### src/hw/stc_pkg.sv
package stc_pkg;

  ////////////////////////////////////////////////////////////////////////////
  // Clock and times
  localparam int CLK_PERIOD_NS = 5;
  localparam int NS_PER_MS = 1000000;
  localparam int CYC_PER_MS = NS_PER_MS / CLK_PERIOD_NS;
  localparam int MS_PER_S = 1000;
  localparam int DELAY_MAX_S = 100;
  localparam logic [16:0] DELAY_MAX_MS = 17'(DELAY_MAX_S * MS_PER_S);
  localparam logic [16:0] DELAY_RST = 17'h00000;
  localparam int TRIG_PULSE_NS = 1000;
  localparam logic [7:0] PULSE_CYC = 8'((TRIG_PULSE_NS + CLK_PERIOD_NS - 1) / CLK_PERIOD_NS);

  ////////////////////////////////////////////////////////////////////////////
  // Register offsets
  localparam logic [7:0] OFS_CTRL = 8'h00;
  localparam logic [7:0] OFS_DELAY = 8'h04;
  localparam logic [7:0] OFS_NPOINTS = 8'h08;
  localparam logic [7:0] OFS_CMD = 8'h0C;
  localparam logic [7:0] OFS_STATUS = 8'h10;
  localparam logic [7:0] OFS_INT_STAT = 8'h14;
  localparam logic [7:0] OFS_INT_CLR = 8'h18;
  localparam logic [7:0] OFS_INT_EN = 8'h1C;

  ////////////////////////////////////////////////////////////////////////////
  // Control fields
  localparam int CTRL_SRC_LSB = 0;
  localparam int CTRL_EDGE_BIT = 2;
  localparam int CTRL_POS_BIT = 3;
  localparam int CTRL_POINT_BIT = 4;
  localparam int CTRL_FUNC_LSB = 5;
  localparam int CTRL_OPOL_BIT = 8;
  localparam int CTRL_OEN_BIT = 9;
  localparam int CTRL_CONT_BIT = 10;

  localparam int CMD_IMM_BIT = 0;
  localparam int CMD_SINGLE_BIT = 1;
  localparam int CMD_INIT_BIT = 2;
  localparam int CMD_ABORT_BIT = 3;

  localparam int STAT_STATE_LSB = 0;
  localparam int STAT_PEND_BIT = 2;
  localparam int STAT_POINT_LSB = 16;

  localparam int INT_ERR_BIT = 0;
  localparam int INT_END_BIT = 1;
  localparam int INT_ACC_BIT = 2;

  ////////////////////////////////////////////////////////////////////////////
  // Encodings
  localparam logic [1:0] SRC_INT = 2'h0;
  localparam logic [1:0] SRC_EXT = 2'h1;
  localparam logic [1:0] SRC_BUS = 2'h2;

  localparam logic EDGE_NEG = 1'b0;
  localparam logic POS_WAIT_BEFORE_SAMPLING = 1'b0;
  localparam logic POS_WAIT_BEFORE_FREQ_SETUP = 1'b1;
  localparam logic POL_NEG = 1'b0;

  localparam logic [2:0] FUNC_BEFORE_SETUP_PULSE = 3'h0;
  localparam logic [2:0] FUNC_BEFORE_SAMPLING_PULSE = 3'h1;
  localparam logic [2:0] FUNC_AFTER_SAMPLING_PULSE = 3'h2;
  localparam logic [2:0] FUNC_READY_FOR_TRIGGER_LEVEL = 3'h3;
  localparam logic [2:0] FUNC_END_OF_SWEEP_PULSE = 3'h4;
  localparam logic [2:0] FUNC_MEASURING_LEVEL = 3'h5;

  localparam logic [1:0] TSTAT_HOLD = 2'h0;
  localparam logic [1:0] TSTAT_MEASURING_LEVEL = 2'h1;
  localparam logic [1:0] TSTAT_WAIT = 2'h2;
  localparam logic [1:0] TSTAT_NOT_READY = 2'h3;

  localparam logic [15:0] NPOINTS_RST = 16'h0065;

  typedef enum logic [5:0] {
    ST_HOLD = 6'b000001,
    ST_TRIGWAIT = 6'b000010,
    ST_DELAY = 6'b000100,
    ST_SETUP = 6'b001000,
    ST_SAMPLE = 6'b010000,
    ST_NOT_READY_STATE = 6'b100000
  } stc_state_t;

endpackage : stc_pkg

### src/hw/stc_edge_sync.sv
`timescale 1ns/1ps
module stc_edge_sync (
  input wire logic ref_clk,
  input wire logic rst_n,
  input wire logic ce,
  input wire logic sigIn,
  input wire logic risingSel,
  output logic edgePulse
);
  import stc_pkg::*;

  typedef struct packed {
    logic s1;
    logic s2;
    logic s3;
    logic pulse;
  } stc_sync_t;

  stc_sync_t r_r;
  stc_sync_t r_nxt;

  always_comb begin
    r_nxt = r_r;
    r_nxt.s1 = sigIn;
    r_nxt.s2 = r_r.s1;
    r_nxt.s3 = r_r.s2;
    r_nxt.pulse = risingSel ? (r_r.s2 & ~r_r.s3) : (~r_r.s2 & r_r.s3);
  end

  always_ff @(posedge ref_clk or negedge rst_n) begin
    if (!rst_n) begin
      r_r <= '0;
    end else if (ce) begin
      r_r <= r_nxt;
    end
  end

  assign edgePulse = r_r.pulse;

endmodule : stc_edge_sync

### src/hw/stc_delay_timer.sv
`timescale 1ns/1ps
module stc_delay_timer #(
  parameter int CYCLES_PER_MS = stc_pkg::CYC_PER_MS
) (
  input wire logic ref_clk,
  input wire logic rst_n,
  input wire logic ce,
  input wire logic start,
  input wire logic cancel,
  input wire logic [16:0] delayMs,
  output logic done
);
  import stc_pkg::*;

  typedef struct packed {
    logic busy;
    logic [17:0] preCnt;
    logic [16:0] msLeft;
    logic done;
  } stc_tmr_t;

  stc_tmr_t r_r;
  stc_tmr_t r_nxt;

  // Millisecond prescaler keeps the counter narrow over a 100 s span
  always_comb begin
    r_nxt = r_r;
    r_nxt.done = 1'b0;
    if (cancel) begin
      r_nxt.busy = 1'b0;
    end else if (start) begin
      r_nxt.busy = 1'b1;
      r_nxt.preCnt = '0;
      r_nxt.msLeft = delayMs;
    end else if (r_r.busy) begin
      if (r_r.preCnt == 18'(CYCLES_PER_MS - 1)) begin
        r_nxt.preCnt = '0;
        r_nxt.msLeft = 17'(r_r.msLeft - 17'h00001);
        if (r_r.msLeft <= 17'h00001) begin
          r_nxt.busy = 1'b0;
          r_nxt.done = 1'b1;
        end
      end else begin
        r_nxt.preCnt = 18'(r_r.preCnt + 18'h00001);
      end
    end
  end

  always_ff @(posedge ref_clk or negedge rst_n) begin
    if (!rst_n) begin
      r_r <= '0;
    end else if (ce) begin
      r_r <= r_nxt;
    end
  end

  assign done = r_r.done;

endmodule : stc_delay_timer

### src/hw/stc_sweep_trigger.sv
// Chosen here: the placing of the registers and the APB register port.
`timescale 1ns/1ps
module stc_sweep_trigger #(
  parameter int CYCLES_PER_MS = stc_pkg::CYC_PER_MS,
  parameter bit HAS_READY_LEVEL = 1'b1
) (
  input wire logic ref_clk,
  input wire logic rst_n,
  input wire logic ce,
  input wire logic psel,
  input wire logic penable,
  input wire logic pwrite,
  input wire logic [7:0] paddr,
  input wire logic [31:0] pwdata,
  output logic [31:0] prdata,
  output logic pready,
  output logic pslverr,
  input wire logic extTrigIn,
  input wire logic measReady,
  input wire logic freqSettled,
  input wire logic sampleDone,
  output logic trigOut,
  output logic freqSetReq,
  output logic sampleReq,
  output logic [15:0] pointIndex,
  output logic irq
);
  import stc_pkg::*;

  localparam logic [2:0] FUNC_RST = HAS_READY_LEVEL ? FUNC_READY_FOR_TRIGGER_LEVEL : FUNC_END_OF_SWEEP_PULSE;

  typedef struct packed {
    stc_state_t st;
    logic [1:0] src;
    logic extEdge;
    logic waitPos;
    logic pointTrig;
    logic [2:0] outFunc;
    logic outPol;
    logic outEn;
    logic contInit;
    logic [16:0] delayMs;
    logic [15:0] nPoints;
    logic [15:0] point;
    logic postWait;
    logic singlePend;
    logic [2:0] intStat;
    logic [2:0] intEn;
    logic [31:0] prdata;
    logic pready;
    logic pslverr;
    logic irq;
    logic trigOut;
    logic freqSetReq;
    logic sampleReq;
    logic [7:0] pulseCnt;
  } stc_regs_t;

  stc_regs_t r_r;
  stc_regs_t r_nxt;
  logic extEdgeDet;
  logic delayDone;
  logic delayStart;
  logic delayCancel;

  ////////////////////////////////////////////////////////////////////////////
  // Helpers
  stc_edge_sync u_sync (
    .ref_clk(ref_clk),
    .rst_n(rst_n),
    .ce(ce),
    .sigIn(extTrigIn),
    .risingSel(r_r.extEdge),
    .edgePulse(extEdgeDet)
  );

  stc_delay_timer #(
    .CYCLES_PER_MS(CYCLES_PER_MS)
  ) u_delay (
    .ref_clk(ref_clk),
    .rst_n(rst_n),
    .ce(ce),
    .start(delayStart),
    .cancel(delayCancel),
    .delayMs(r_r.delayMs),
    .done(delayDone)
  );

  ////////////////////////////////////////////////////////////////////////////
  // Next state
  logic setupAcc;
  logic wrEn;
  logic mapped;
  logic [31:0] rdv;
  logic cmdImm;
  logic cmdSingle;
  logic cmdInit;
  logic cmdAbort;
  logic extSrc;
  logic inWait;
  logic goTrig;
  logic evErr;
  logic evEnd;
  logic evAcc;
  logic evSetup;
  logic evSample;
  logic evAfter;
  logic doProceed;
  logic doBegin;
  logic beginFirst;
  logic needWait;
  logic selPulse;
  logic actLvl;
  logic [15:0] nxtPoint;
  logic [1:0] stateCode;

  always_comb begin
    r_nxt = r_r;
    r_nxt.freqSetReq = 1'b0;
    r_nxt.sampleReq = 1'b0;
    evErr = 1'b0;
    evEnd = 1'b0;
    evAcc = 1'b0;
    evSetup = 1'b0;
    evSample = 1'b0;
    evAfter = 1'b0;
    doProceed = 1'b0;
    doBegin = 1'b0;
    beginFirst = 1'b0;
    needWait = 1'b0;
    selPulse = 1'b0;
    actLvl = 1'b0;
    delayStart = 1'b0;
    delayCancel = 1'b0;
    nxtPoint = 16'(r_r.point + 16'h0001);
    extSrc = (r_r.src == SRC_EXT);
    inWait = (r_r.st == ST_TRIGWAIT);

    // Trigger state code
    unique case (r_r.st)
      ST_HOLD: stateCode = TSTAT_HOLD;
      ST_NOT_READY_STATE: stateCode = TSTAT_NOT_READY;
      ST_TRIGWAIT: stateCode = TSTAT_WAIT;
      default: stateCode = TSTAT_MEASURING_LEVEL;
    endcase

    // APB: access phase is two cycles, pready from a flop
    setupAcc = psel & penable & ~r_r.pready;
    wrEn = psel & penable & pwrite & r_r.pready & ~r_r.pslverr;
    mapped = (paddr[1:0] == 2'h0) && (paddr <= OFS_INT_EN);
    rdv = '0;
    unique case (paddr)
      OFS_CTRL: begin
        rdv[CTRL_SRC_LSB +: 2] = r_r.src;
        rdv[CTRL_EDGE_BIT] = r_r.extEdge;
        rdv[CTRL_POS_BIT] = r_r.waitPos;
        rdv[CTRL_POINT_BIT] = r_r.pointTrig;
        rdv[CTRL_FUNC_LSB +: 3] = r_r.outFunc;
        rdv[CTRL_OPOL_BIT] = r_r.outPol;
        rdv[CTRL_OEN_BIT] = r_r.outEn;
        rdv[CTRL_CONT_BIT] = r_r.contInit;
      end
      OFS_DELAY: rdv[16:0] = r_r.delayMs;
      OFS_NPOINTS: rdv[15:0] = r_r.nPoints;
      OFS_STATUS: begin
        rdv[STAT_STATE_LSB +: 2] = stateCode;
        rdv[STAT_PEND_BIT] = r_r.singlePend;
        rdv[STAT_POINT_LSB +: 16] = r_r.point;
      end
      OFS_INT_STAT: rdv[2:0] = r_r.intStat;
      OFS_INT_EN: rdv[2:0] = r_r.intEn;
      default: rdv = '0;
    endcase
    r_nxt.pready = setupAcc;
    r_nxt.pslverr = setupAcc & ~mapped;
    if (setupAcc && !pwrite) begin
      r_nxt.prdata = mapped ? rdv : '0;
    end

    cmdImm = wrEn && (paddr == OFS_CMD) && pwdata[CMD_IMM_BIT];
    cmdSingle = wrEn && (paddr == OFS_CMD) && pwdata[CMD_SINGLE_BIT];
    cmdInit = wrEn && (paddr == OFS_CMD) && pwdata[CMD_INIT_BIT];
    cmdAbort = wrEn && (paddr == OFS_CMD) && pwdata[CMD_ABORT_BIT];

    if (wrEn && paddr == OFS_CTRL) begin
      if (pwdata[CTRL_SRC_LSB +: 2] != 2'h3) begin
        r_nxt.src = pwdata[CTRL_SRC_LSB +: 2];
      end
      r_nxt.extEdge = pwdata[CTRL_EDGE_BIT];
      r_nxt.waitPos = pwdata[CTRL_POS_BIT];
      r_nxt.pointTrig = pwdata[CTRL_POINT_BIT];
      // Unknown codes, and the ready level on the reduced variant, keep the old function
      if (pwdata[CTRL_FUNC_LSB +: 3] <= FUNC_MEASURING_LEVEL &&
          (HAS_READY_LEVEL || pwdata[CTRL_FUNC_LSB +: 3] != FUNC_READY_FOR_TRIGGER_LEVEL)) begin
        r_nxt.outFunc = pwdata[CTRL_FUNC_LSB +: 3];
      end
      r_nxt.outPol = pwdata[CTRL_OPOL_BIT];
      r_nxt.outEn = pwdata[CTRL_OEN_BIT];
      r_nxt.contInit = pwdata[CTRL_CONT_BIT];
    end
    if (wrEn && paddr == OFS_DELAY) begin
      if (pwdata[31]) begin
        r_nxt.delayMs = 17'h00000;
      end else if (pwdata > {15'h0000, DELAY_MAX_MS}) begin
        r_nxt.delayMs = DELAY_MAX_MS;
      end else begin
        r_nxt.delayMs = pwdata[16:0];
      end
    end
    if (wrEn && paddr == OFS_NPOINTS) begin
      r_nxt.nPoints = pwdata[15:0];
    end
    if (wrEn && paddr == OFS_INT_EN) begin
      r_nxt.intEn = pwdata[2:0];
    end

    // Software trigger checks, then the external edge and internal source triggers
    goTrig = 1'b0;
    if (cmdImm || cmdSingle) begin
      if (r_r.src != SRC_BUS) begin
        evErr = 1'b1;
      end else if (!inWait) begin
        evErr = 1'b1;
      end else begin
        goTrig = 1'b1;
        if (cmdSingle) begin
          r_nxt.singlePend = 1'b1;
        end
      end
    end
    if (inWait && extSrc && extEdgeDet) begin
      goTrig = 1'b1;
    end
    if (inWait && r_r.src == SRC_INT) begin
      goTrig = 1'b1;
    end

    ////////////////////////////////////////////////////////////////////////////
    // Sweep sequencer
    unique case (r_r.st)
      ST_HOLD: begin
        if (cmdInit || r_r.contInit) begin
          doBegin = 1'b1;
          beginFirst = 1'b1;
        end
      end
      ST_TRIGWAIT: begin
        if (goTrig) begin
          evAcc = 1'b1;
          if (extSrc && r_r.delayMs != 17'h00000) begin
            r_nxt.st = ST_DELAY;
            delayStart = 1'b1;
          end else begin
            doProceed = 1'b1;
          end
        end
      end
      ST_DELAY: begin
        if (delayDone) begin
          doProceed = 1'b1;
        end
      end
      ST_SETUP: begin
        if (freqSettled) begin
          // postWait stays set so the trigger goes straight to sampling
          if (r_r.postWait) begin
            r_nxt.st = ST_TRIGWAIT;
          end else begin
            r_nxt.st = ST_SAMPLE;
            r_nxt.sampleReq = 1'b1;
            evSample = 1'b1;
          end
        end
      end
      ST_SAMPLE: begin
        if (sampleDone) begin
          evAfter = 1'b1;
          r_nxt.point = nxtPoint;
          if (nxtPoint >= r_r.nPoints) begin
            evEnd = 1'b1;
            r_nxt.singlePend = 1'b0;
            r_nxt.st = ST_HOLD;
            if (r_r.contInit) begin
              doBegin = 1'b1;
              beginFirst = 1'b1;
            end
          end else begin
            doBegin = 1'b1;
          end
        end
      end
      ST_NOT_READY_STATE: begin
        if (measReady) begin
          r_nxt.st = ST_HOLD;
        end
      end
    endcase

    // Trigger consumed: after the wait before sampling go sample, else set up
    if (doProceed) begin
      if (r_r.postWait || (extSrc && r_r.waitPos == POS_WAIT_BEFORE_SAMPLING && r_r.point != 16'h0000 &&
          !r_r.pointTrig)) begin
        r_nxt.st = ST_SAMPLE;
        r_nxt.postWait = 1'b0;
        r_nxt.sampleReq = 1'b1;
        evSample = 1'b1;
      end else begin
        r_nxt.st = ST_SETUP;
        r_nxt.freqSetReq = 1'b1;
        evSetup = 1'b1;
      end
    end

    // New point: trigger wait on the first point, or every point with point trigger and the external source
    if (doBegin) begin
      if (beginFirst) begin
        r_nxt.point = 16'h0000;
      end
      needWait = beginFirst || (extSrc && r_r.pointTrig);
      if (needWait && extSrc && r_r.waitPos == POS_WAIT_BEFORE_SAMPLING) begin
        r_nxt.st = ST_SETUP;
        r_nxt.postWait = 1'b1;
        r_nxt.freqSetReq = 1'b1;
        evSetup = 1'b1;
      end else if (needWait) begin
        r_nxt.st = ST_TRIGWAIT;
        r_nxt.postWait = 1'b0;
      end else begin
        r_nxt.st = ST_SETUP;
        r_nxt.postWait = 1'b0;
        r_nxt.freqSetReq = 1'b1;
        evSetup = 1'b1;
      end
    end

    // Abort and loss of readiness override the sequence
    if (cmdAbort || !measReady) begin
      r_nxt.st = measReady ? ST_HOLD : ST_NOT_READY_STATE;
      r_nxt.postWait = 1'b0;
      r_nxt.singlePend = 1'b0;
      r_nxt.freqSetReq = 1'b0;
      r_nxt.sampleReq = 1'b0;
      delayCancel = 1'b1;
      delayStart = 1'b0;
    end

    ////////////////////////////////////////////////////////////////////////////
    // Trigger output waveform
    unique case (r_r.outFunc)
      FUNC_BEFORE_SETUP_PULSE: selPulse = evSetup;
      FUNC_BEFORE_SAMPLING_PULSE: selPulse = evSample;
      FUNC_AFTER_SAMPLING_PULSE: selPulse = evAfter;
      FUNC_END_OF_SWEEP_PULSE: selPulse = evEnd;
      default: selPulse = 1'b0;
    endcase
    if (selPulse) begin
      r_nxt.pulseCnt = PULSE_CYC;
    end else if (r_r.pulseCnt != 8'h00) begin
      r_nxt.pulseCnt = 8'(r_r.pulseCnt - 8'h01);
    end
    unique case (r_r.outFunc)
      FUNC_READY_FOR_TRIGGER_LEVEL: actLvl = (r_nxt.st == ST_TRIGWAIT);
      FUNC_MEASURING_LEVEL: actLvl = (r_nxt.st != ST_HOLD) && (r_nxt.st != ST_NOT_READY_STATE);
      default: actLvl = (r_nxt.pulseCnt != 8'h00);
    endcase
    // Disabled output rests at the inactive level of the chosen polarity
    r_nxt.trigOut = (r_r.outEn & actLvl) ^ (r_r.outPol == POL_NEG);

    ////////////////////////////////////////////////////////////////////////////
    // Interrupts: set wins over clear
    if (wrEn && paddr == OFS_INT_CLR) begin
      r_nxt.intStat = r_r.intStat & ~pwdata[2:0];
    end
    r_nxt.intStat[INT_ERR_BIT] = r_nxt.intStat[INT_ERR_BIT] | evErr;
    r_nxt.intStat[INT_END_BIT] = r_nxt.intStat[INT_END_BIT] | evEnd;
    r_nxt.intStat[INT_ACC_BIT] = r_nxt.intStat[INT_ACC_BIT] | evAcc;
    r_nxt.irq = |(r_nxt.intStat & r_nxt.intEn);
  end

  always_ff @(posedge ref_clk or negedge rst_n) begin
    if (!rst_n) begin
      r_r <= '0;
      r_r.st <= ST_HOLD;
      r_r.src <= SRC_INT;
      r_r.extEdge <= EDGE_NEG;
      r_r.waitPos <= POS_WAIT_BEFORE_SAMPLING;
      r_r.outFunc <= FUNC_RST;
      r_r.outPol <= POL_NEG;
      r_r.outEn <= 1'b0;
      r_r.delayMs <= DELAY_RST;
      r_r.nPoints <= NPOINTS_RST;
      r_r.trigOut <= 1'b1;
    end else if (ce) begin
      r_r <= r_nxt;
    end
  end

  assign prdata = r_r.prdata;
  assign pready = r_r.pready;
  assign pslverr = r_r.pslverr;
  assign trigOut = r_r.trigOut;
  assign freqSetReq = r_r.freqSetReq;
  assign sampleReq = r_r.sampleReq;
  assign pointIndex = r_r.point;
  assign irq = r_r.irq;

endmodule : stc_sweep_trigger

### config.mk
export PLATFORM = sky130hd
export DESIGN_NAME = stc_sweep_trigger
export DESIGN_NICKNAME = d
export VERILOG_FILES = /design/src/hw/stc_pkg.sv /design/src/hw/stc_edge_sync.sv /design/src/hw/stc_delay_timer.sv /design/src/hw/stc_sweep_trigger.sv
export SDC_FILE = /design/constraint.sdc
export NUM_CORES = 1
export LEC_CHECK = 0
export BUFFER_PORTS_ARGS = -buffer_cell sky130_fd_sc_hd__buf_4
export CAP_MARGIN = 5
export CORE_MARGIN = 3
export CORE_UTILIZATION = 57
export DETAILED_ROUTE_END_ITERATION = 8
export PLACE_DENSITY = 0.83
export SYNTH_ARGS = -nofsm -noshare
export SYNTH_HDL_FRONTEND = slang
export SYNTH_SLANG_ARGS = --single-unit
### constraint.sdc
create_clock -name ref_clk -period 8.7 [get_ports ref_clk]
set_input_delay 1.305 -clock ref_clk [delete_from_list [all_inputs] [get_ports ref_clk]]
set_output_delay 1.305 -clock ref_clk [all_outputs]
set_load 0.02 [all_outputs]
; Word-level counts from Yosys, hierarchy flattened
; Index checks and enable logic that the tools add are counted.
[op_classes]
mux = 103
eq_ne = 25
bitwise_logic = 24
n_addsub = 4
n_lt_le_gt_ge = 5
reduce_logical = 53
[op_table]
columns = operator, count
row1 = $mux 6, 10
row2 = $mux 1, 59
row3 = $mux 17, 3
row4 = $mux 16, 3
row5 = $mux 37, 1
row6 = $mux 18, 2
row7 = $mux 36, 1
row8 = $eq 8x5->1 const B, 4
row9 = $gt 32x17->1 const B, 1
row10 = $mux 32, 1
row11 = $pmux 6 s4, 1
row12 = $pmux 8 s3, 1
row13 = $logic_and 1x1->1, 23
row14 = $add 18x1->18 const B, 1
row15 = $eq 18x18->1 const B, 1
row16 = $pmux 3 s6, 1
row17 = $le 17x1->1 const B, 1
row18 = $reduce_bool 17->1, 1
row19 = $sub 17x1->17 const B, 1
row20 = $add 16x1->16 const B, 1
row21 = $eq 8x4->1 const B, 2
row22 = $ge 16x16->1, 1
row23 = $mux 8, 2
row24 = $reduce_bool 16->1, 1
row25 = 44 further kinds, 91
[word_totals]
wordCells = 246
ff_bits = 161

; Logic depth before layout (Yosys ltp)
; Gate-level depths: netlist (run 1).
[logic_depth]
word_depth = 22
ltp_mapped = 21
depth_no_buf = 19

; Modules after synthesis
; A second synthesis (run 1) with hierarchy kept.
[unflattened]
hier_cells = 1058
area_unflattened_um2 = 9669.3
[modules_own_cells]
columns = module, cells_per_inst, n_inst, area_per_inst_um2, seq_area_each_um2
row1 = stc_sweep_trigger, 803, 1, 7358.3, 3012.9
row2 = stc_delay_timer, 244, 1, 2150.8, 925.9
row3 = stc_edge_sync, 11, 1, 160.2, 100.1

; Worst setup path before layout (run 1)
; OpenSTA, ideal clock, no wires.
[synth_timing]
kind = reg2reg
startpoint = register r_r (netlist bit pointIndex[2])
endpoint = register trigOut (netlist name)
path_slack_ns = 4.224
arrival_ns = 4.412
path_stages_with_launch = 21
n_path_buf = 1
synth_period_minus_slack_ns = 4.476
path_cell_list = dfrtp_1 clkbuf_1 and4_1 and2_1 nand3_1 nor2_1 nand3_1 or2_2 nor2_1 xor2_1 ha_1 nand4_1 nor3_1 nor4_1 nand3_1 a22o_1 a211oi_1 o31a_1 o31ai_1 a311o_1 nand3_1
[synth_via]
elab_chain_len = 16
[synth_lines]
columns = item, line
row1 = "start, declared", stc_sweep_trigger.sv:59  ; stc_regs_t r_r;
row2 = "start signal, assigned", stc_sweep_trigger.sv:394  ; r_r <= r_nxt;
row3 = $add 16x1->16, stc_sweep_trigger.sv:135  ; nxtPoint = 16'(r_r.point + 16'h0001);
row4 = $ge 16x16->1, stc_sweep_trigger.sv:279  ; if (nxtPoint >= r_r.nPoints) begin
row5 = $mux 1, stc_sweep_trigger.sv:279
row6 = $mux 1, stc_sweep_trigger.sv:276  ; if (sampleDone) begin
row7 = $pmux 1 s2, stc_sweep_trigger.sv:240  ; unique case (r_r.st)
row8 = $logic_or 1x1->1, stc_sweep_trigger.sv:319  ; needWait = beginFirst || (extSrc && r_r.pointTrig);
row9 = $logic_and 1x1->1 (2 in series), stc_sweep_trigger.sv:320  ; if (needWait && extSrc && r_r.waitPos == POS_WAIT_BEFORE_SAMPLING) begin
row10 = $mux 1 / $mux 4 (equally long branches), stc_sweep_trigger.sv:320
row11 = $mux 1 / $mux 6 (equally long branches), stc_sweep_trigger.sv:315  ; if (doBegin) begin
row12 = $pmux 1 s4 / $mux 6 (equally long branches), "stc_sweep_trigger.sv:349, stc_sweep_trigger.sv:337"
row13 = $mux 8 (tied with other cells), stc_sweep_trigger.sv:356  ; if (selPulse) begin
row14 = $reduce_bool 8->1 / $logic_and 1x1->1 (equally long branches), "stc_sweep_trigger.sv:364, stc_sweep_trigger.sv:363"
row15 = $pmux 1 s2 (*), stc_sweep_trigger.sv:361  ; unique case (r_r.outFunc)
row16 = $and 1x1->1 (*), stc_sweep_trigger.sv:367  ; r_nxt.trigOut = (r_r.outEn & actLvl) ^ (r_r.outPol == POL_NEG);
row17 = $xor 1x1->1 (*), stc_sweep_trigger.sv:367
; Mark *: on every way between the ends. The rest lies on a longest branch, timed or not.
; A chain may end at the register's enable or synchronous reset.

; Worst setup path in the final report (run 1)
[layout_timing]
startpoint = register r_r (netlist bit pointIndex[2])
endpoint = register r_r (netlist bit pointIndex[15])
[layout_via]
elab_chain_len = 7
[layout_lines]
columns = item, line
row1 = $add 16x1->16 (*), stc_sweep_trigger.sv:135
row2 = $ge 16x16->1, stc_sweep_trigger.sv:279
row3 = $mux 1, stc_sweep_trigger.sv:279
row4 = $mux 1, stc_sweep_trigger.sv:276
row5 = $pmux 1 s2, stc_sweep_trigger.sv:240
row6 = $mux 16, stc_sweep_trigger.sv:316  ; if (beginFirst) begin
row7 = $mux 17 (*), stc_sweep_trigger.sv:315
; Marks and branches as above.

==> results.sh, run 1 <==
export IMPL_outcome="finished, final reports clean"
export IMPL_ys_warn_count=0
export IMPL_p_leak_uw=0.00472
export IMPL_timing_fmax_mhz=175
export IMPL_post_route_period_util=0.657
export IMPL_yosysUniqueCellTypes=75
export IMPL_worstPathMaxFanout=11
export IMPL_hold_path_end="prdata[16]"
export IMPL_grt_usage=0.266
export IMPL_vias=8028
export IMPL_drc_errors=0
export IMPL_cp_common_cell="nand3_1"
export IMPL_initial_core_util=0.587
export IMPL_worst_setup_path_start_kind="register"
export IMPL_grt_max_degree=99
export IMPL_powerDensity_nw_per_um2=176
export IMPL_core_um2=16000
export IMPL_dp_slack_ns=3.23
export IMPL_clock_skew_ns=0.00791
export IMPL_min_from="prdata[16]"
export IMPL_ir_drop_mv=0.140
export IMPL_antenna_left=0
export IMPL_antenna_found_initial=0
export IMPL_seqPwrFrac=0.445
export IMPL_cp_required_ns=9.05
export IMPL_drt_wl_total_um=24000
export IMPL_cts_buffer_depth=2
export IMPL_fillers=1297
export IMPL_fin_ws_ns=2.98
export IMPL_first_global_vias=7513
export IMPL_p_int_uw=1340
export IMPL_finalCriticalPeriod_ns=5.72
export IMPL_layout_commonest_cell="dfrtp_1"
export IMPL_clock_latency_ns=0.44
export IMPL_cts_setup_buffers=0
export IMPL_io_pins=104
export IMPL_synth_area_per_cell_um2=8.95
export IMPL_hp_class="register to register"
export IMPL_finalHoldViolCount=0
export IMPL_syn_nets=1122
export IMPL_avgRoutedWirePerCell_um=18.4
export IMPL_slowest_delay_ns=1.02
export IMPL_synth_seq_area_share=0.430
export IMPL_final_cell_mix="dfrtp_1 (153), o21ai_0 (115), nand2_1 (109)"
export IMPL_reg2reg_slack_ns=2.98
export IMPL_hold_depth=2
export IMPL_synth_edf_count=0
export IMPL_r2r_end="pointIndex[15]"
export IMPL_ys_ff_latch=161
export IMPL_switchingPower_uw=510
export IMPL_worstSetupEndpointType="register"
export IMPL_reg2reg_from="pointIndex[2]"
export IMPL_fp_row_count=46
export IMPL_diodes=0
export IMPL_drive_above_1_share=0.196
export IMPL_drt_pass1_iter_count=7
export IMPL_fin_util=0.658
export IMPL_cts_made_buffers=17
export IMPL_nNetsFinal=1147
export IMPL_hpwl_um=17100
export IMPL_area_growth_pct=12.1
export IMPL_setup_viol=0
export IMPL_setup_tns_ns=0
export IMPL_switching_share=0.275
export IMPL_relSlewSlack=0.182
export IMPL_crit_chain="and4_1 -> and2_1 -> nand3_1 -> nor2_1 -> nand3_1 -> or2_2 -> nor2_1 -> xor2_1 -> ha_1 -> nand4_1 -> nor3_1 -> nor4_1 -> nand3_1 -> nand2_1 -> a21oi_1 -> nor3_1 -> nand2_1 -> o21ai_0"
export IMPL_synthesis_area_um2=9390
export IMPL_holdBufCountCts=0
export IMPL_grt_setup_unrepaired="false"
export IMPL_netlist_instances=1049
export IMPL_synth_flop_cell="dfrtp_1"
export IMPL_port_buffers=103
export IMPL_die_width_um=134
export IMPL_clock_tree_root_cell="clkbuf_16"
export IMPL_worst_slew_pin_slew_ns=1.22
export IMPL_pwr_share_comb=0.130
export IMPL_arrival_ns=6.07
export IMPL_die_y_um=134
export IMPL_gp_congestion=0.912
export IMPL_postCtsResizedCells=0
export IMPL_worstRegToRegCells=18
export IMPL_drt_initial_drc_count=743
export IMPL_async_flop_share=1.00
export IMPL_gr_total_overflow=0
export IMPL_grt_pass1_wl_um=38600
export IMPL_criticalPathCategory="register to register"
export IMPL_dieArea_um2=18000
export IMPL_drv_slew=0
export IMPL_cap_violations=0
export IMPL_power_frac_clock=0.425
export IMPL_cpMaxStageDelayCell="nor3_1"
export IMPL_cts_tree="done"
export IMPL_clk_pin_slew_ns=0.07
export IMPL_via_per_inst=6.16
export IMPL_htree_num_levels=4
export IMPL_cts_sinks=161
critical path, delay by kind of cell (launching register included):
kind	cells	cell delay, ns
AO/OA/AOI/OAI	2	0.46
XOR/XNOR	1	0.19
adder cells (fa/ha/maj)	1	0.27
flip-flops	1	0.50
AND/OR/NAND/NOR	14	4.22
cell type report:
class                           count  area (µm²)  share of cell area
Multi-Input combinational cell    750        4640               0.441
Sequential cell                   161        4040               0.384
Timing Repair Buffer              110         827              0.0786
Clock buffer                       18         439              0.0417
Tap cell                          216         270              0.0257
Clock inverter                     14         178              0.0169
Inverter                           34         128              0.0121
layer usage:
metal / wire length [µm] / global-route usage / part of all wire
met4: 552 / 0.0933 / 0.023
met5: 0 / 0 / 0
met2: 11200 / 0.413 / 0.47
met3: 1870 / 0.0503 / 0.078
met1: 10300 / 0.377 / 0.43
how the worst max path moves through the flow:
stage | slack [ns] | depth (start not counted) | from | endpoint
2_1_floorplan | 4.22 | 20 | pointIndex[2] | trigOut
3_3_place_gp | 3.46 | 18 | pointIndex[2] | pointIndex[15]
3_5_place_dp | 3.23 | 18 | pointIndex[2] | pointIndex[9]
4_1_cts | 3.10 | 18 | pointIndex[2] | pointIndex[9]
5_1_grt | 2.57 | 18 | pointIndex[2] | pointIndex[14]
6_report | 2.98 | 18 | pointIndex[2] | pointIndex[15]
sequential cells by signal, indices dropped and copies added (netlist names), 2 cells and up:
signal        flops
pointIndex       16
u_delay.r_r      36
prdata           32
u_sync.r_nxt      2
r_r              66
power groups by stage:
stage	Combinational, µW	Sequential, µW	Clock, µW
2_1_floorplan	159	822	0
5_1_grt	270	828	831
3_3_place_gp	234	833	0
6_report	241	824	787
4_1_cts	240	822	793
3_5_place_dp	237	835	0
synthesized netlist by cell type (4+ instances only):
cell      instances  share of area
nor3b_1           5         0.0040
nor2b_1           9         0.0060
nor2_1           92          0.037
xnor2_1           9         0.0084
buf_4            49          0.039
a21oi_1          52          0.028
a31oi_1           7         0.0047
o21ai_1           5         0.0027
a22oi_1          16          0.013
or2_2             6         0.0040
nand2b_1         10         0.0067
xor2_1           15          0.014
dfstp_2           8          0.022
ha_1             23          0.031
nor3_1           38          0.020
o31ai_1          16          0.013
buf_2             4         0.0021
dfrtp_1         153           0.41
and2_1            8         0.0053
o21ai_0         115          0.061
or3_1            14         0.0093
inv_1            34          0.014
clkbuf_1         48          0.019
mux2_2           37          0.044
and3_1           11         0.0073
nand4_1          11         0.0073
nand2_1         109          0.044
nand3_1          24          0.013
a22o_1           37          0.035
nor4_1           14         0.0093
or4_1             4         0.0032
per-stage QoR:
stage / area [µm²] / power, µW / cells / hold WS (ns)
final: 10500 / 1850 / 1303 / 0.481
after global routing: 10500 / 1930 / 1303 / 0.516
after CTS: 10500 / 1850 / 1302 / 0.486
after detailed placement: 9900 / 1070 / 1270 / 0.472
after global placement: 9900 / 1070 / 1270 / 0.463
after floorplan: 9390 / 982 / 1049 / 0.451
cell families (layout without fill, tap and decap cells):
family / Yosys count / after routing / synth area share
simple gates: 380 / 380 / 0.201
compound gates: 283 / 283 / 0.192
flops: 161 / 161 / 0.430
buf+inv: 138 / 176 / 0.0761
mux: 40 / 40 / 0.0476
xor+xnor: 24 / 24 / 0.0224
fa+ha+maj: 23 / 23 / 0.0307
Note: power is estimated with default switching activity, not from simulation.
==> run 2: changes to the inputs <==
clock period = 5.5 ns   (was 8.7 ns; I/O delays follow)
==> run 2 against run 1 <==
Net effect: routed wire length increased by 1.3%; combinational power increased by 59%; cell area about the same; worst hold slack got worse by 0.16 ns; final cell count increased by 0.31%; via count increased by 2.5%; clock power increased by 49%; sequential power increased by 58%; sequential share of layout area about the same; first-iteration DRC count increased by 4.7%; non-clock buffer count increased by 4; clock skew increased by 0.0063 ns; largest cell class unchanged.
==> results.sh, run 2 (same netlist as run 1, synthesis figures left out) <==
export IMPL_criticalPathCategory="register to register"
export IMPL_finalCriticalPeriod_ns=5.01
export IMPL_cp_required_ns=5.88
export IMPL_htree_num_levels=4
export IMPL_reg2reg_slack_ns=0.49
export IMPL_antenna_found_initial=0
export IMPL_switching_share=0.292
export IMPL_clk_pin_slew_ns=0.07
export IMPL_drt_initial_drc_count=778
export IMPL_cts_buffer_depth=2
export IMPL_worstRegToRegCells=20
export IMPL_largest_reg_flops=66
export IMPL_area_growth_pct=12.1
export IMPL_dieArea_um2=18000
export IMPL_worst_setup_path_start_kind="register"
export IMPL_fp_row_count=46
export IMPL_clock_skew_ns=0.0142
export IMPL_cts_tree="done"
export IMPL_cts_sinks=161
export IMPL_ir_drop_mv=0.228
export IMPL_initial_core_util=0.587
export IMPL_outcome="finished, final reports clean"
export IMPL_cap_violations=0
export IMPL_nNetsFinal=1151
export IMPL_die_y_um=134
export IMPL_relSlewSlack=0.168
export IMPL_first_global_vias=7822
export IMPL_worstPathMaxFanout=9
export IMPL_diodes=0
export IMPL_hp_class="input port to asynchronous set/reset pin"
export IMPL_switchingPower_uw=834
export IMPL_fin_util=0.657
export IMPL_port_buffers=103
export IMPL_drv_slew=0
export IMPL_worst_slew_pin_slew_ns=1.24
export IMPL_drc_errors=0
export IMPL_antenna_left=0
export IMPL_seqPwrFrac=0.456
export IMPL_fillers=1314
export IMPL_grt_pass1_wl_um=39200
export IMPL_cts_made_buffers=17
export IMPL_pwr_share_comb=0.134
export IMPL_layout_commonest_cell="dfrtp_1"
export IMPL_vias=8227
export IMPL_drive_above_1_share=0.200
export IMPL_cts_setup_buffers=0
export IMPL_post_route_period_util=0.910
export IMPL_multi_input_area_um2=4650
export IMPL_powerDensity_nw_per_um2=272
export IMPL_io_pins=104
export IMPL_design_area_um2=10500
export IMPL_gp_congestion=0.941
export IMPL_via_per_inst=6.29
export IMPL_post_dp_cell_area_um2=9940
export IMPL_regMostFlops="r_r"
export IMPL_grt_max_degree=61
export IMPL_gr_total_overflow=0
export IMPL_timing_fmax_mhz=200
export IMPL_drt_wl_total_um=24300
export IMPL_p_leak_uw=0.00472
export IMPL_worstSetupEndpointType="register"
export IMPL_hpwl_um=17300
export IMPL_setup_viol=0
export IMPL_regArea_um2=4040
export IMPL_grt_usage=0.269
export IMPL_power_frac_clock=0.410
export IMPL_finalHoldViolCount=0
export IMPL_final_cell_mix="dfrtp_1 (153), o21ai_0 (115), buf_4 (113)"
export IMPL_avgRoutedWirePerCell_um=18.6
export IMPL_arrival_ns=5.38
export IMPL_setup_tns_ns=0
export IMPL_grt_setup_unrepaired="false"
export IMPL_die_width_um=134
export IMPL_drt_pass1_iter_count=5
export IMPL_clock_latency_ns=0.45
export IMPL_p_int_uw=2020
export IMPL_design_power_total_uw=2860
export IMPL_clock_tree_root_cell="clkbuf_16"
export IMPL_r2r_end="trigOut"
export IMPL_core_um2=16000
export IMPL_reg2reg_from="pointIndex[2]"
## run 2: metal layers
layer | up-vias | GRT usage | share of wire
met1 | 3956 | 0.375 | 0.42
met3 | 84 | 0.0566 | 0.088
met5 | - | 0 | 0
met2 | 405 | 0.414 | 0.46
li1 | 3782 | - | -
met4 | 0 | 0.109 | 0.034
## run 2: final cells by class
type | instances | share of cell area
repair buffers | 114 | 0.0817
inverters | 34 | 0.0121
well taps | 216 | 0.0257
multi-input cells | 750 | 0.442
clock buffers | 17 | 0.0405
clock inverters | 15 | 0.0140
flip-flops and latches | 161 | 0.384
## run 2: per-stage QoR
| step | hold WS (ns) | setup slack [ns] | instances |
|---|---|---|---|
| after global routing | 0.352 | 0.132 | 1307 |
| after floorplan | 0.451 | 1.02 | 1049 |
| after detailed placement | 0.471 | 0.643 | 1275 |
| after global placement | 0.462 | 0.758 | 1275 |
| after CTS | 0.335 | 0.531 | 1307 |
| final | 0.317 | 0.493 | 1307 |
## run 2: how the worst max path moves through the flow
| stage | from | to | slack, ns | depth (start not counted) |
|---|---|---|---|---|
| global placement | pointIndex[2] | trigOut | 0.76 | 20 |
| floorplan | pointIndex[2] | trigOut | 1.02 | 20 |
| CTS | pointIndex[2] | pointIndex[15] | 0.53 | 20 |
| detailed placement | pointIndex[2] | pointIndex[1] | 0.64 | 19 |
| global route | pointIndex[2] | trigOut | 0.13 | 20 |
| finish | pointIndex[2] | trigOut | 0.49 | 20 |
## run 2: power by group through the flow
stage / Combinational [µW] / Clock, µW / Sequential, µW
finish: 383 / 1170 / 1300
global route: 422 / 1230 / 1310
CTS: 379 / 1180 / 1300
detailed placement: 378 / 0 / 1320
global placement: 369 / 0 / 1320
floorplan: 252 / 0 / 1300
## run 2: worst max-delay path, stage by stage (launching register included)
cell and delay [ns]:
dfrtp_1 0.50, and4_1 0.25, and2_1 0.14, nand3_1 0.18
nor2_1 0.31, nand3_1 0.21, or2_2 0.39, nor2_1 0.23
xor2_1 0.18, ha_1 0.27, nand4_1 0.14, nor3_1 0.07
nor4_1 0.26, buf_4 0.17, nand3_1 0.12, a21boi_2 0.37
nand3b_1 0.14, a41oi_2 0.44, o221ai_1 0.20, a311o_1 0.29
nand3_1 0.08
## run 2: repair_timing
item | 4_1_cts | 5_1_grt
hold buffers | 0 | 0
endpoints found under the setup margin | 0 | 1
gates resized for setup | 0 | 1
